<file path="config.mk">
export PLATFORM = sky130hd
export DESIGN_NAME = instr_exec_core
export DESIGN_NICKNAME = d
export VERILOG_FILES = /design/src/rtl/exec_pkg.sv /design/src/rtl/sub_xor_unit.sv /design/src/rtl/instr_exec_core.sv
export SDC_FILE = /design/constraint.sdc
export NUM_CORES = 1
export LEC_CHECK = 0
export ABC_AREA = 0
export BUFFER_PORTS_ARGS = -buffer_cell sky130_fd_sc_hd__buf_2
export CAP_MARGIN = 15
export CORE_MARGIN = 1
export CORE_UTILIZATION = 51
export CTS_CLUSTER_DIAMETER = 200
export DETAILED_ROUTE_END_ITERATION = 6
export PLACE_DENSITY_LB_ADDON = 0.2
export SYNTH_ARGS = -nofsm -noshare
export SYNTH_HDL_FRONTEND = slang
export SYNTH_SLANG_ARGS = --single-unit
export TNS_END_PERCENT = 5
</file>
<file path="constraint.sdc">
create_clock -name sys_clk_i -period 4.5 [get_ports sys_clk_i]
set_input_delay 0.9 -clock sys_clk_i [delete_from_list [all_inputs] [get_ports sys_clk_i]]
set_output_delay 0.9 -clock sys_clk_i [all_outputs]
set_load 0.005 [all_outputs]
</file>
<file path="src/rtl/exec_pkg.sv">
// Shared constants and carrier types for the instruction execution subset.
// Assumes one core clock; decoder presents one instruction per issue pulse.
package exec_pkg;
   localparam int unsigned DATA_W = 8;
   localparam int unsigned FADDR_W = 7;
   localparam int unsigned NIB_LO_MSB = 3;
   localparam int unsigned NIB_HI_LSB = 4;
   localparam logic [7:0] ZERO_BYTE = 8'h00;
   localparam logic [7:0] WDT_CLEAR_VAL = 8'h00;
   localparam logic [7:0] DIR_RESET_VAL = 8'hFF;
   localparam logic [2:0] DIR_SEL_A = 3'h5;
   localparam logic [2:0] DIR_SEL_B = 3'h6;
   localparam logic [2:0] DIR_SEL_C = 3'h7;
   localparam logic DEST_ACC = 1'b0;
   localparam logic DEST_FILE = 1'b1;

   typedef enum logic [2:0] {
      OP_NONE      = 3'b000,
      OP_SLEEP     = 3'b001,
      OP_SUB       = 3'b010,
      OP_SUB_BRW   = 3'b011,
      OP_SWAP      = 3'b100,
      OP_DIR_LOAD  = 3'b101,
      OP_XOR_LIT   = 3'b110,
      OP_XOR_FILE  = 3'b111
   } op_t;

   // Instruction as handed over by the decoder
   typedef struct packed {
      op_t                 op;
      logic                dest;
      logic [FADDR_W-1:0]  faddr;
      logic [DATA_W-1:0]   literal;
   } instr_t;

   // Status flags touched by this subset
   typedef struct packed {
      logic expiry;
      logic sleep_entered_n;
      logic nil;
      logic nibble_borrow;
      logic arith_out;
   } flags_t;

   // Result of the arithmetic unit
   typedef struct packed {
      logic [DATA_W-1:0] value;
      logic              arith_out;
      logic              nibble_borrow;
      logic              nil;
   } alu_res_t;
endpackage

</file>
<file path="src/rtl/sub_xor_unit.sv">
// Combinational subtract, swap and xor unit for the execution subset.
// Assumes operands are stable for the cycle in which the result is used.
`timescale 1ns/1ns
`default_nettype none
module sub_xor_unit #(
   parameter int unsigned WIDTH = 8
) (
   // Operands
   input  wire logic [2:0]          op_i,
   input  wire logic [WIDTH-1:0]    file_i,
   input  wire logic [WIDTH-1:0]    acc_i,
   input  wire logic [WIDTH-1:0]    literal_i,
   input  wire logic                arith_out_i,
   // Result
   output exec_pkg::alu_res_t       res_o
);
   logic [WIDTH:0]   diff;
   logic [4:0]       nib_diff;
   logic             brw_in;
   logic [WIDTH-1:0] val;

   always_comb begin
      brw_in = 1'b0;
      if (op_i == exec_pkg::OP_SUB_BRW) begin
         brw_in = ~arith_out_i;
      end
      // Extra top bit captures the borrow out of bit 7
      diff = {1'b0, file_i} - {1'b0, acc_i} - {{WIDTH{1'b0}}, brw_in};
      nib_diff = {1'b0, file_i[exec_pkg::NIB_LO_MSB:0]}
               - {1'b0, acc_i[exec_pkg::NIB_LO_MSB:0]}
               - {4'h0, brw_in};
      case (op_i)
         exec_pkg::OP_SUB,
         exec_pkg::OP_SUB_BRW: val = diff[WIDTH-1:0];
         exec_pkg::OP_SWAP: val = {file_i[exec_pkg::NIB_LO_MSB:0],
                                   file_i[WIDTH-1:exec_pkg::NIB_HI_LSB]};
         exec_pkg::OP_XOR_LIT: val = acc_i ^ literal_i;
         exec_pkg::OP_XOR_FILE: val = acc_i ^ file_i;
         default: val = acc_i;
      endcase
      res_o.value = val;
      res_o.arith_out = ~diff[WIDTH];
      res_o.nibble_borrow = ~nib_diff[4];
      res_o.nil = (val == exec_pkg::ZERO_BYTE);
   end
endmodule
`default_nettype wire

</file>
<file path="src/rtl/instr_exec_core.sv">
// Execution stage for a subset of an 8-bit core's instructions.
// Assumes the decoder issues one instruction per issue pulse and supplies
// the addressed file register value in the same cycle.
//
// Overview of operation
// - Sleep clears the watchdog counter to zero and its prescaler.
// - Sleep clears the sleep-entered flag and sets the expiry flag.
// - After sleep the core halts, oscillator stopped, no execution until wake_i.
// - Subtract computes file minus accumulator; dest 0 to acc, 1 to file.
// - Subtract sets carry unless acc exceeds file; nibble flag likewise.
// - Subtract with borrow takes file minus acc minus inverted carry.
// - Subtract with borrow writes acc for dest 0 and file for dest 1.
// - Nibble swap exchanges the halves, dest selectable, flags untouched.
// - Direction load copies acc to port A, B or C direction for 5, 6, 7.
// - Xor literal updates acc with acc xor literal, only nil flag changes.
// - Xor file writes acc xor file to acc for dest 0, file for dest 1.
`timescale 1ns/1ns
`default_nettype none
module instr_exec_core #(
   parameter int unsigned WIDTH   = 8,
   parameter int unsigned FADDR_W = 7
) (
   // Clock and reset
   input  wire logic                 sys_clk_i,
   input  wire logic                 srst_i,
   // Instruction issue
   input  wire logic                 issue_i,
   input  wire exec_pkg::instr_t     instr_i,
   input  wire logic [WIDTH-1:0]     file_rd_data_i,
   input  wire logic                 wake_i,
   // Watchdog event from the timer logic
   input  wire logic                 wdt_tick_i,
   // File register write-back
   output logic                      file_wr_o,
   output logic [FADDR_W-1:0]        file_wr_addr_o,
   output logic [WIDTH-1:0]          file_wr_data_o,
   // Architectural state
   output logic [WIDTH-1:0]          acc_o,
   output exec_pkg::flags_t          flags_o,
   output logic [WIDTH-1:0]          port_a_direction_o,
   output logic [WIDTH-1:0]          port_b_direction_o,
   output logic [WIDTH-1:0]          port_c_direction_o,
   // Watchdog and power state
   output logic [WIDTH-1:0]          watchdog_counter_o,
   output logic [WIDTH-1:0]          wdt_prescaler_o,
   output logic                      osc_run_o,
   output logic                      busy_o
);
   typedef enum logic [0:0] {
      ST_RUN   = 1'b0,
      ST_SLEEP = 1'b1
   } pwr_state_t;

   pwr_state_t         state_ff;
   // Separate flop so the run indication leaves the block registered
   logic               run_ff;
   logic [WIDTH-1:0]   acc_ff;
   exec_pkg::flags_t   flags_ff;
   logic [WIDTH-1:0]   dir_a_ff;
   logic [WIDTH-1:0]   dir_b_ff;
   logic [WIDTH-1:0]   dir_c_ff;
   logic [WIDTH-1:0]   wdt_ff;
   logic [WIDTH-1:0]   presc_ff;
   logic               fwr_ff;
   logic [FADDR_W-1:0] faddr_ff;
   logic [WIDTH-1:0]   fdata_ff;
   exec_pkg::alu_res_t res;
   logic               exec_en;
   logic               is_sub;
   logic               writes_dest;

   // Nothing executes while asleep
   assign exec_en = issue_i && (state_ff == ST_RUN);
   assign is_sub = (instr_i.op == exec_pkg::OP_SUB)
                || (instr_i.op == exec_pkg::OP_SUB_BRW);
   assign writes_dest = is_sub
                     || (instr_i.op == exec_pkg::OP_SWAP)
                     || (instr_i.op == exec_pkg::OP_XOR_FILE);

   sub_xor_unit #(
      .WIDTH (WIDTH)
   ) u_alu (
      .op_i        (instr_i.op),
      .file_i      (file_rd_data_i),
      .acc_i       (acc_ff),
      .literal_i   (instr_i.literal),
      .arith_out_i (flags_ff.arith_out),
      .res_o       (res)
   );

   // Power state: wake only through an external event
   always_ff @(posedge sys_clk_i) begin
      if (srst_i) begin
         state_ff <= ST_RUN;
         run_ff <= 1'b1;
      end else begin
         case (state_ff)
            ST_RUN: begin
               if (exec_en && instr_i.op == exec_pkg::OP_SLEEP) begin
                  state_ff <= ST_SLEEP;
                  run_ff <= 1'b0;
               end
            end
            ST_SLEEP: begin
               if (wake_i) begin
                  state_ff <= ST_RUN;
                  run_ff <= 1'b1;
               end
            end
            default: begin
               state_ff <= ST_RUN;
               run_ff <= 1'b1;
            end
         endcase
      end
   end

   // Accumulator
   always_ff @(posedge sys_clk_i) begin
      if (srst_i) begin
         acc_ff <= exec_pkg::ZERO_BYTE;
      end else if (exec_en) begin
         if (instr_i.op == exec_pkg::OP_XOR_LIT) begin
            acc_ff <= res.value;
         end else if (writes_dest && instr_i.dest == exec_pkg::DEST_ACC) begin
            acc_ff <= res.value;
         end
      end
   end

   // File register write-back, one cycle after issue
   always_ff @(posedge sys_clk_i) begin
      if (srst_i) begin
         fwr_ff <= 1'b0;
         faddr_ff <= '0;
         fdata_ff <= exec_pkg::ZERO_BYTE;
      end else begin
         fwr_ff <= exec_en && writes_dest
                && (instr_i.dest == exec_pkg::DEST_FILE);
         if (exec_en && writes_dest) begin
            faddr_ff <= instr_i.faddr;
            fdata_ff <= res.value;
         end
      end
   end

   // Status flags
   always_ff @(posedge sys_clk_i) begin
      if (srst_i) begin
         flags_ff <= '{expiry: 1'b1, sleep_entered_n: 1'b1, nil: 1'b0,
                       nibble_borrow: 1'b0, arith_out: 1'b0};
      end else if (exec_en) begin
         case (instr_i.op)
            exec_pkg::OP_SLEEP: begin
               flags_ff.sleep_entered_n <= 1'b0;
               flags_ff.expiry <= 1'b1;
            end
            exec_pkg::OP_SUB,
            exec_pkg::OP_SUB_BRW: begin
               flags_ff.arith_out <= res.arith_out;
               flags_ff.nibble_borrow <= res.nibble_borrow;
               flags_ff.nil <= res.nil;
            end
            exec_pkg::OP_XOR_LIT,
            exec_pkg::OP_XOR_FILE: begin
               flags_ff.nil <= res.nil;
            end
            default: begin
               // Swap and direction load leave flags alone
            end
         endcase
      end
   end

   // Port direction registers
   always_ff @(posedge sys_clk_i) begin
      if (srst_i) begin
         dir_a_ff <= exec_pkg::DIR_RESET_VAL;
         dir_b_ff <= exec_pkg::DIR_RESET_VAL;
         dir_c_ff <= exec_pkg::DIR_RESET_VAL;
      end else if (exec_en && instr_i.op == exec_pkg::OP_DIR_LOAD) begin
         // Operands whose low three bits are outside 5..7 are ignored
         case (instr_i.faddr[2:0])
            exec_pkg::DIR_SEL_A: dir_a_ff <= acc_ff;
            exec_pkg::DIR_SEL_B: dir_b_ff <= acc_ff;
            exec_pkg::DIR_SEL_C: dir_c_ff <= acc_ff;
            default: begin
            end
         endcase
      end
   end

   // Watchdog counter and prescaler; sleep clearing wins over a tick
   always_ff @(posedge sys_clk_i) begin
      if (srst_i) begin
         wdt_ff <= exec_pkg::WDT_CLEAR_VAL;
         presc_ff <= exec_pkg::WDT_CLEAR_VAL;
      end else if (exec_en && instr_i.op == exec_pkg::OP_SLEEP) begin
         wdt_ff <= exec_pkg::WDT_CLEAR_VAL;
         presc_ff <= exec_pkg::WDT_CLEAR_VAL;
      end else if (wdt_tick_i) begin
         presc_ff <= presc_ff + 8'h01;
         if (&presc_ff) begin
            wdt_ff <= wdt_ff + 8'h01;
         end
      end
   end

   assign acc_o = acc_ff;
   assign flags_o = flags_ff;
   assign port_a_direction_o = dir_a_ff;
   assign port_b_direction_o = dir_b_ff;
   assign port_c_direction_o = dir_c_ff;
   assign watchdog_counter_o = wdt_ff;
   assign wdt_prescaler_o = presc_ff;
   assign file_wr_o = fwr_ff;
   assign file_wr_addr_o = faddr_ff;
   assign file_wr_data_o = fdata_ff;
   assign osc_run_o = run_ff;
   assign busy_o = run_ff;
endmodule
`default_nettype wire

</file>
# Yosys cells after proc, flatten, opt, wreduce, memory -nomap -nowiden
# Index checks and enable logic that the tools add are counted.
# word_totals
out_inout_bits	71
ff_bits	70
# op_classes
eq_ne	12
reduce_logical	23
addsub	6
bitwise_logic	7
n_mux	10
# ops
operator	count
8-bit one-hot mux with 4 select lines	1
3-bit equality test, second input constant	7
8-bit by 1-bit adder with 8-bit output, second input constant	2
8-bit 2-to-1 mux	2
2-bit AND reduction	8
8-bit bitwise XOR	2
9-bit AND reduction	1
8-bit by 8-bit subtractor with 9-bit output	1
9-bit by 1-bit subtractor with 9-bit output	1
8-bit logical NOT	1
3-bit by 2-bit equality test with 1-bit output, second input constant	2
1-bit logical AND	6
1-bit 2-to-1 mux	5
1-bit inverter	5
4-bit by 4-bit subtractor with 5-bit output	1
5-bit by 1-bit subtractor with 5-bit output	1
1-bit one-hot mux with 2 select lines	2
2-bit OR reduction	2
4-bit OR reduction	1
3-bit by 1-bit equality test with 1-bit output, second input constant	1
1-bit logical OR	3
2-bit by 1-bit != test with 1-bit output, second input constant	1
2-bit != test, second input constant	1
2-bit nonzero test	1

# Logic depth before layout (Yosys ltp)
# Gate-level depths: netlist (run 1).
# logic_depth
word_depth	7
ltp_mapped	13

# Cells and area by module
# From an unflattened synthesis (run 1), not the netlist that was laid out.
# unflattened
cells_unflattened	422
hier_area_um2	3911.3
# by_module_without_submodules
module	seq_area_each_um2	area_per_inst_um2	cells_each	instances
instr_exec_core	1401.3	2929.1	289	1
sub_xor_unit	0.0	982.2	133	1

# Least setup slack after synthesis (run 1)
# OpenSTA, ideal clock, no wires.
# synth_timing
path_kind	input to register
start	input port instr_i[17] (netlist bit)
end	register flags_ff (netlist bit flags_o[2])
required_time_ps	4380
stages	12
slack_ps	951
arrival_time_ps	3429
setup_time_ps	120
path_buffers	2
cell_sequence	buf_2 > nor2b_1 > buf_2 > nand3b_1 > fa_1 > fa_1 > nand2b_1 > a2111oi_2 > o21ai_0 > a31oi_1 > nand4b_1 > o21ai_1
# synth_between
elab_chain_cells	5
elab_cells_between_ends	12
classes_between	1 x add/sub; 5 x eq/ne; 2 x mux; 4 x reduce/logical
# synth_rtl
item	line_no	text
start, declared	instr_exec_core.sv:28	input wire exec_pkg::instr_t instr_i,
3-bit by 2-bit equality test with 1-bit output	sub_xor_unit.sv:24, sub_xor_unit.sv:32, instr_exec_core.sv:153	
1-bit 2-to-1 mux	sub_xor_unit.sv:24	if (op_i == exec_pkg::OP_SUB_BRW) begin
9-bit by 1-bit subtractor with 9-bit output	sub_xor_unit.sv:28	diff = {1'b0, file_i} - {1'b0, acc_i} - {{WIDTH{1'b0}}, brw_in};
8-bit one-hot mux with 4 select lines	sub_xor_unit.sv:32	case (op_i)
8-bit logical NOT	sub_xor_unit.sv:44	res_o.nil = (val == exec_pkg::ZERO_BYTE);
end signal, assigned	instr_exec_core.sv:150	flags_ff <= '{expiry: 1'b1, sleep_entered_n: 1'b1, nil: 1'b0,
end, declared	instr_exec_core.sv:58	exec_pkg::flags_t flags_ff;
# Several ways; a longest one is shown, not always the timed one.
# A chain may end at the register's enable or synchronous reset.

# Final worst setup path (run 1)
# Ends and elaborated chain as after synthesis.

==> flow_metrics.tcl, run 1 <==
set metrics [dict create \
    status "completed" \
    avgViaCountPerCell 5.47 \
    cts_max_level 3 \
    cts_buffers 9 \
    grt_pass1_vias 2980 \
    cts.repair.resized 0 \
    synth_commonest_cells "dfxtp_1, nor2_1, nand2_1" \
    synth_fp_nets 487 \
    fmax_mhz 288 \
    regArea_mm2 0.00140 \
    cp_slowest_cell "a2111oi_2" \
    power_leakage_nw 1.91 \
    critPathRequiredTime_ps 4740 \
    cts_tree "yes" \
    grt_pass1_wl_mm 14.6 \
    syn_area_mm2 0.00378 \
    criticalPathCategory "in2reg" \
    wl_met3_um 783 \
    start_kind "primary input" \
    nets 576 \
    setup_viol 0 \
    clock_path_buffers 2 \
    vdd_drop_max_mv 0.245 \
    ys_seq_area_share_pct 37.1 \
    path_max_fanout 20 \
    insertion_delay_ps 340 \
    gp_congestion 0.929 \
    ys_top_cells_by_area "dfxtp_1, a211o_1, nor2_1, ha_1, mux2i_1" \
    dpl.hpwl_mm 6.88 \
    grt_setup_unrepaired "no" \
    die_height_um 88.1 \
    port_buffers 101 \
    nFillCells 638 \
    die-area_mm2 0.00776 \
    vias 3445 \
    wl_per_cell_um 15.0 \
    clkSinkCount 70 \
    syn_inst 437 \
    gr-total-overflow 0 \
    drive_above_1_share_pct 24.9 \
    top_layer "met4" \
    antenna_cells 0 \
    yosysMostFrequentCell "dfxtp_1" \
    antenna_found_initial 0 \
    core_area_mm2 0.00721 \
    fin_ws_ps 1030 \
    grt_max_degree 58 \
    drc 0 \
    first_pass_iters 5 \
    finalNonFillerCells 630 \
    netlist-cell-type-count 56 \
    maxSlewViolCount 0 \
    synth_top_area_cell "dfxtp_1" \
    netlist.area_leader.share_pct 37.1 \
    syn_area_per_cell_um2 8.65 \
    initial_core_util_pct 52.4 \
    hold_path.class "reg2reg" \
    ys_ff_latch 70 \
    drtAntennaViolNets 0 \
    die_w_um 88.1 \
    root_buffer "clkbuf_8" \
    finalClockSkew_ps 11.8 \
    dp.cells 614 \
    powerDensity_mw_per_mm2 352 \
    post_cts_buffers 0 \
    critPathCaptureType "flop" \
    worst_path_largest_cell_delay_ps 480 \
    path_clk_slew_ps 80 \
    finalSetupTns_ps 0 \
    path_cells "buf_2 -> nor2b_1 -> nand3b_1 -> fa_1 -> fa_1 -> nand2b_1 -> a2111oi_2 -> o21ai_0 -> a31oi_1 -> nand4b_1 -> o21ai_1" \
    synthFlopType "dfxtp_1" \
    syn_to_final_growth_pct 20.8 \
    met2_length_mm 4.16 \
    finalCriticalPeriod_ps 3470 \
    io_pins 103 \
    multi_input_area_mm2 0.00213 \
    synth-edff-count 0 \
    min_period_over_period_pct 77.1 \
    grt_util_all_layers_pct 24.6 \
    drt_wl_total_mm 9.44 \
    placementRows 31 \
    hold_viol 0 \
    worstMarginPinSlew_ps 696 \
    ys_async_sr_fraction_pct 0 \
    dp_slack_ps 698 \
    max-slew-margin-rel_pct 53.6 \
    drv_cap 0 \
    holdBufCountCts 0 \
    wl_met1_mm 4.38 \
    yosys_warnings 0 \
    crit_arrival_ps 3710 \
    critical_path.most_common_cell "fa_1" \
    drt_iter0_markers 160 \
]
[final timing paths]
| check | start | endpoint | slack (ps) | cells past startpoint |
|---|---|---|---|---|
| max | instr_i[17] | flags_o[2] | 1030 | 11 |
| min | flags_o[3] | flags_o[3] | 450 | 1 |
| max reg2reg | acc_o[0] | flags_o[2] | 1590 | 9 |
| min reg2reg | flags_o[3] | flags_o[3] | 450 | 1 |
[final cells by class]
type | count | area share [%]
Inverter | 31 | 2.55
Tap cell | 99 | 2.71
Multi-Input combinational cell | 311 | 46.7
Clock inverter | 5 | 2.82
Timing Repair Buffer | 103 | 11.4
Clock buffer | 11 | 3.10
Sequential cell | 70 | 30.7
[cells by family after synthesis]
logic type	after synthesis	synth area share [%]
mux	18	4.83
other cells	1	0.0992
buf+inv	56	6.52
compound gates	99	19.5
xor+xnor	23	5.33
simple gates	152	20.3
flops	70	37.1
fa+ha+maj	18	6.36
[per-layer routing]
layer  vias to the layer above  GRT usage [%]
met4                         0           6.60
met3                        14           6.69
met2                       149           38.1
met1                      1594           33.9
met5                         -              0
li1                       1688              -
[power by group]
| group | leakage [nW] | internal (mW) | switching (mW) |
|---|---|---|---|
| Sequential | 0.569 | 0.639 | 0.0230 |
| Combinational | 1.21 | 0.109 | 0.156 |
| Clock | 0.134 | 0.442 | 0.238 |
| Total | 1.91 | 1.19 | 0.417 |
[registers in the layout (all words and copies together) (netlist names)]
register / flops
acc_o: 8
busy_o: 1
file_wr_addr_o: 7
file_wr_data_o: 8
file_wr_o: 1
flags_o: 4
port_a_direction_o: 8
port_b_direction_o: 8
port_c_direction_o: 8
state_ff: 1
watchdog_counter_o: 8
wdt_prescaler_o: 8
[cell usage in the layout (no fill, tap or decap), drive strengths merged, types with 5 or more instances in the layout]
cell type	n
buf	103
dfxtp	70
nor2	55
nand2	34
inv	32
a211o	25
a21oi	24
nor2b	19
mux2i	16
ha	16
xnor2	13
a211oi	13
o21ai	13
clkbuf	11
xor2	10
nand2b	7
nor3	6
nand3b	5
nand4	5
nand3	5
[critical path, delay by kind of cell]
family | cells | cell delay (ps)
and+or+nand+nor | 4 | 680
AOI/OAI and AO/OA | 4 | 970
adders and majority gates | 2 | 840
buffers and inverters | 1 | 310
[stage by stage]
| step | total power, mW | hold slack [ps] | utilization (%) | area, µm² |
|---|---|---|---|---|
| global placement | 0.931 | 431 | 59.5 | 4290 |
| finish | 1.61 | 450 | 63.3 | 4560 |
| CTS | 1.61 | 455 | 63.3 | 4560 |
| floorplan | 0.853 | 451 | - | 3780 |
| global route | 1.68 | 478 | 63.3 | 4560 |
| detailed placement | 0.937 | 438 | 59.5 | 4290 |
No activity file was read; power rests on OpenSTA's default activity.
==> run 2, diff against run 1 <==
Settings changed: CORE_UTILIZATION 51 to 48.
Clock period 4.5 ns to 2.9 ns, I/O delays scaled along.
==> flow_metrics.tcl, run 2 (synthesis gave the netlist of run 1 again) <==
set metrics [dict create \
    drt_wl_total_mm 9.99 \
    holdBufCountCts 0 \
    final_cell_mix "buf_2, dfxtp_1, nor2_1" \
    placementRows 31 \
    status "completed" \
    setup_viol 0 \
    fmax_mhz 386 \
    maxSlewViolCount 0 \
    grt_max_degree 37 \
    dp.cells 628 \
    crit_arrival_ps 2880 \
    syn_to_final_growth_pct 22.8 \
    power_leakage_nw 1.97 \
    finalClockSkew_ps 12.9 \
    die_height_um 90.7 \
    critPathCaptureType "flop" \
    cts.repair.resized 0 \
    worstMarginPinSlew_ps 615 \
    post_cts_buffers 0 \
    initial_core_util_pct 50.8 \
    finalCriticalPeriod_ps 2590 \
    vias 3503 \
    gp_congestion 0.967 \
    powerDensity_mw_per_mm2 497 \
    r2r_slack_ps 370 \
    path_clk_slew_ps 90 \
    drt_iter0_markers 173 \
    drv_cap 0 \
    drc 0 \
    port_buffers 101 \
    die_w_um 90.7 \
    vdd_drop_max_mv 0.249 \
    die-area_mm2 0.00823 \
    nets 590 \
    antenna_found_initial 0 \
    io_pins 103 \
    clkSinkCount 70 \
    first_pass_iters 5 \
    drtAntennaViolNets 0 \
    avgViaCountPerCell 5.44 \
    grt_setup_unrepaired "no" \
    antenna_cells 0 \
    cts_tree "yes" \
    insertion_delay_ps 350 \
    clock_path_buffers 2 \
    hold_path.class "reg2reg" \
    grt_util_all_layers_pct 25.2 \
    dpl.hpwl_mm 7.50 \
    root_buffer "clkbuf_8" \
    core_area_mm2 0.00745 \
    grt_pass1_vias 3309 \
    finalNonFillerCells 644 \
    cts_buffers 9 \
    path_max_fanout 2 \
    max-slew-margin-rel_pct 59.0 \
    wl_per_cell_um 15.5 \
    gr-total-overflow 0 \
    drive_above_1_share_pct 27.9 \
    final_core_util_pct 62.3 \
    cts_max_level 3 \
    grt_pass1_wl_mm 16.4 \
    final_common_cell "buf_2" \
    critPathRequiredTime_ps 3190 \
    start_kind "primary input" \
    hold_viol 0 \
    criticalPathCategory "in2reg" \
    min_period_over_period_pct 89.4 \
]
run 2: per-stage QoR:
step	instance area (µm²)	setup WS (ps)	power (mW)	TNS (ps)	hold slack (ps)
final	4640	306	2.31	0	454
after global routing	4640	163	2.41	0	468
after CTS	4640	343	2.32	0	454
after detailed placement	4440	-26.0	1.49	-26.0	434
after global placement	4440	42.5	1.48	0	432
after floorplan	3830	35.0	1.34	0	451
run 2: area by class of cell:
class                      count  area (µm²)
timing repair buffer         117         626
fill                         693        2800
tap                           99         124
clock buffer                  10         138
inverter                      31         116
clock inverter                 6        68.8
multi-input combinational    311        2170
sequential                    70        1400
run 2: final timing paths:
path,cells past startpoint,start,endpoint
worst min-delay path,2,file_wr_addr_o[2],file_wr_addr_o[2]
worst min register to register,2,file_wr_addr_o[2],file_wr_addr_o[2]
worst max register to register,10,flags_o[0],flags_o[2]
worst max-delay path,12,instr_i[18],flags_o[2]
run 2: where the power goes:
| part | internal, mW | switching, mW |
|---|---|---|
| clock | 0.427 | 0.404 |
| combinational | 0.193 | 0.267 |
| sequential | 0.991 | 0.0270 |
run 2: routing by layer:
| layer | vias to the layer above | GRT usage, % | routed length [µm] |
|---|---|---|---|
| met4 | 0 | 7.26 | 138 |
| met3 | 12 | 5.05 | 687 |
| li1 | 1732 | - | - |
| met5 | - | 0 | 0 |
| met2 | 143 | 40.4 | 4470 |
| met1 | 1616 | 34.2 | 4690 |
run 2: critical path, cell delays in order:
cell      delay (ps)
buf_2            120
nor2b_4          110
nand3b_1         140
fa_2             560
inv_1             50
ha_1             170
o21ai_1          190
a32oi_1          180
xor2_1           200
a211oi_2         320
nand4b_1         130
o21ai_1          130
==> run 3, diff against run 2 <==
==> constraint.sdc (replaced) <==
create_clock -name sys_clk_i -period 2.9 [get_ports sys_clk_i]
set_input_delay 0.29 -clock sys_clk_i [delete_from_list [all_inputs] [get_ports sys_clk_i]]
set_output_delay 0.29 -clock sys_clk_i [all_outputs]
set_load 0.005 [all_outputs]
==> flow_metrics.tcl, run 3 (synthesis gave the netlist of run 1 again) <==
set metrics [dict create \
    status "completed" \
    root_buffer "clkbuf_8" \
    wl_per_cell_um 15.2 \
    placementRows 31 \
    nets 587 \
    grt_setup_unrepaired "no" \
    regArea_mm2 0.00140 \
    die-area_mm2 0.00823 \
    r2r_end "flags_o[2]" \
    post_cts_buffers 0 \
    first_pass_iters 4 \
    powerDensity_mw_per_mm2 512 \
    p_total_mw 2.37 \
    grt_pass1_wl_mm 16.2 \
    multi_input_area_mm2 0.00215 \
    finalNonFillerCells 641 \
    start_kind "flop" \
    p_switching_mw 0.694 \
    syn_to_final_growth_pct 22.2 \
    critPathRequiredTime_ps 3140 \
    grt_max_degree 29 \
    finalClockSkew_ps 9.13 \
    cp-startpoint "flags_o[0]" \
    p_int_mw 1.67 \
    clock_path_buffers 2 \
    power_leakage_nw 1.95 \
    r2r_slack_ps 160 \
    drtAntennaViolNets 0 \
    cts_buffers 9 \
    core_area_mm2 0.00745 \
    avgViaCountPerCell 5.45 \
    cts_max_level 3 \
    initial_core_util_pct 50.8 \
    maxSlewViolCount 0 \
    setup_viol 0 \
    dp.cells 625 \
    hold_viol 0 \
    vias 3491 \
    max-slew-margin-rel_pct 59.4 \
    antenna_cells 0 \
    dpl.hpwl_mm 7.27 \
    finalCriticalPeriod_ps 2740 \
    hold_path.class "in2reg" \
    crit_arrival_ps 2990 \
    gp_congestion 0.990 \
    insertion_delay_ps 360 \
    path_clk_slew_ps 80 \
    vdd_drop_max_mv 0.345 \
    grt_pass1_vias 3234 \
    rr_worst_depth 9 \
    worstMarginPinSlew_ps 610 \
    min_period_over_period_pct 94.6 \
    drc 0 \
    drt_iter0_markers 125 \
    final_cell_mix "buf_2, dfxtp_1, nor2_1" \
    drt_wl_total_mm 9.77 \
    io_pins 103 \
    final_common_cell "buf_2" \
    critPathCaptureType "flop" \
    port_buffers 101 \
    endpoint "flags_o[2]" \
    seqPwrFrac_pct 43.2 \
    fmax_mhz 365 \
    worst_path_largest_cell_delay_ps 420 \
    cts_tree "yes" \
    antenna_found_initial 0 \
    holdBufCountCts 0 \
    whs_ps 162 \
    r2r_start "flags_o[0]" \
    combPwrFrac_pct 18.5 \
    gr-total-overflow 0 \
    path_cells "nand3b_1 -> fa_1 -> fa_1 -> nand2b_1 -> a2111oi_4 -> o21ai_1 -> a31oi_1 -> nand4b_1 -> o21ai_1" \
    grt_util_all_layers_pct 24.8 \
    drv_cap 0 \
    clkSinkCount 70 \
    cp_slowest_cell "fa_1" \
    drive_above_1_share_pct 26.8 \
    clkPwrFrac_pct 38.3 \
    die_height_um 90.7 \
    finalSetupTns_ps 0 \
    path_max_fanout 3 \
    worst-path-buf-inv 0 \
    die_w_um 90.7 \
    criticalPathCategory "reg2reg" \
    cts.repair.resized 0 \
    switching_share_pct 29.3 \
    critPathTopFamily "compound AO/OA/AOI/OAI gates" \
    nFillCells 697 \
    cp_num_cells 9 \
]
run 3: cell types whose count changed in the layout (fill, tap and decap cells not counted), sizes merged:
| cell | delta |
|---|---|
| clkbuf | -1 |
| buf | -3 |
| bufinv | +1 |
| inv | +1 |
| clkinv | -1 |
run 3: metrics by stage:
stage	worst slack, ps	utilization, %	area (µm²)
floorplan	25.1	-	3780
CTS	43.5	61.9	4610
finish	157	62.0	4620
global route	29.9	62.0	4620
global placement	31.3	58.8	4380
detailed placement	-107	58.8	4380
run 3: final cells by class:
cell class / instances / share of cell area (%)
multi-input cells: 311 / 46.5
flip-flops and latches: 70 / 30.3
repair buffers: 114 / 13.1
clock buffers: 9 / 2.68
well taps: 99 / 2.68
inverters: 31 / 2.52
clock inverters: 7 / 2.27
run 3: worst register-to-register path, stage by stage, from the launching register on:
cell and delay [ps]:
dfxtp_1 330, nand3b_1 200, fa_1 420, fa_1 400, nand2b_1 220, a2111oi_4 410
o21ai_1 130, a31oi_1 290, nand4b_1 160, o21ai_1 60
run 3: worst min-delay path by stage:
stage / start / endpoint / cells past startpoint
floorplan: instr_i[8] / file_wr_addr_o[0] / 2
global placement: file_wr_addr_o[5] / file_wr_addr_o[5] / 2
detailed placement: flags_o[3] / flags_o[3] / 1
CTS: instr_i[11] / file_wr_addr_o[3] / 3
global route: instr_i[11] / file_wr_addr_o[3] / 3
finish: instr_i[11] / file_wr_addr_o[3] / 3
run 3: metal layers:
metal / vias to the layer above / global-route usage, % / wire [µm]
met5: - / 0 / 0
met4: 0 / 7.66 / 122
met3: 13 / 6.48 / 736
met2: 137 / 39.2 / 4280
met1: 1618 / 33.1 / 4630
li1: 1723 / - / -
run 3: power groups by stage:
stage / sequential (mW) / clock [mW] / combinational (mW)
final: 1.02 / 0.907 / 0.439
after global routing: 1.03 / 0.958 / 0.485
after CTS: 1.02 / 0.926 / 0.429
after detailed placement: 1.04 / 0 / 0.426
after global placement: 1.04 / 0 / 0.424
after floorplan: 1.04 / 0 / 0.282
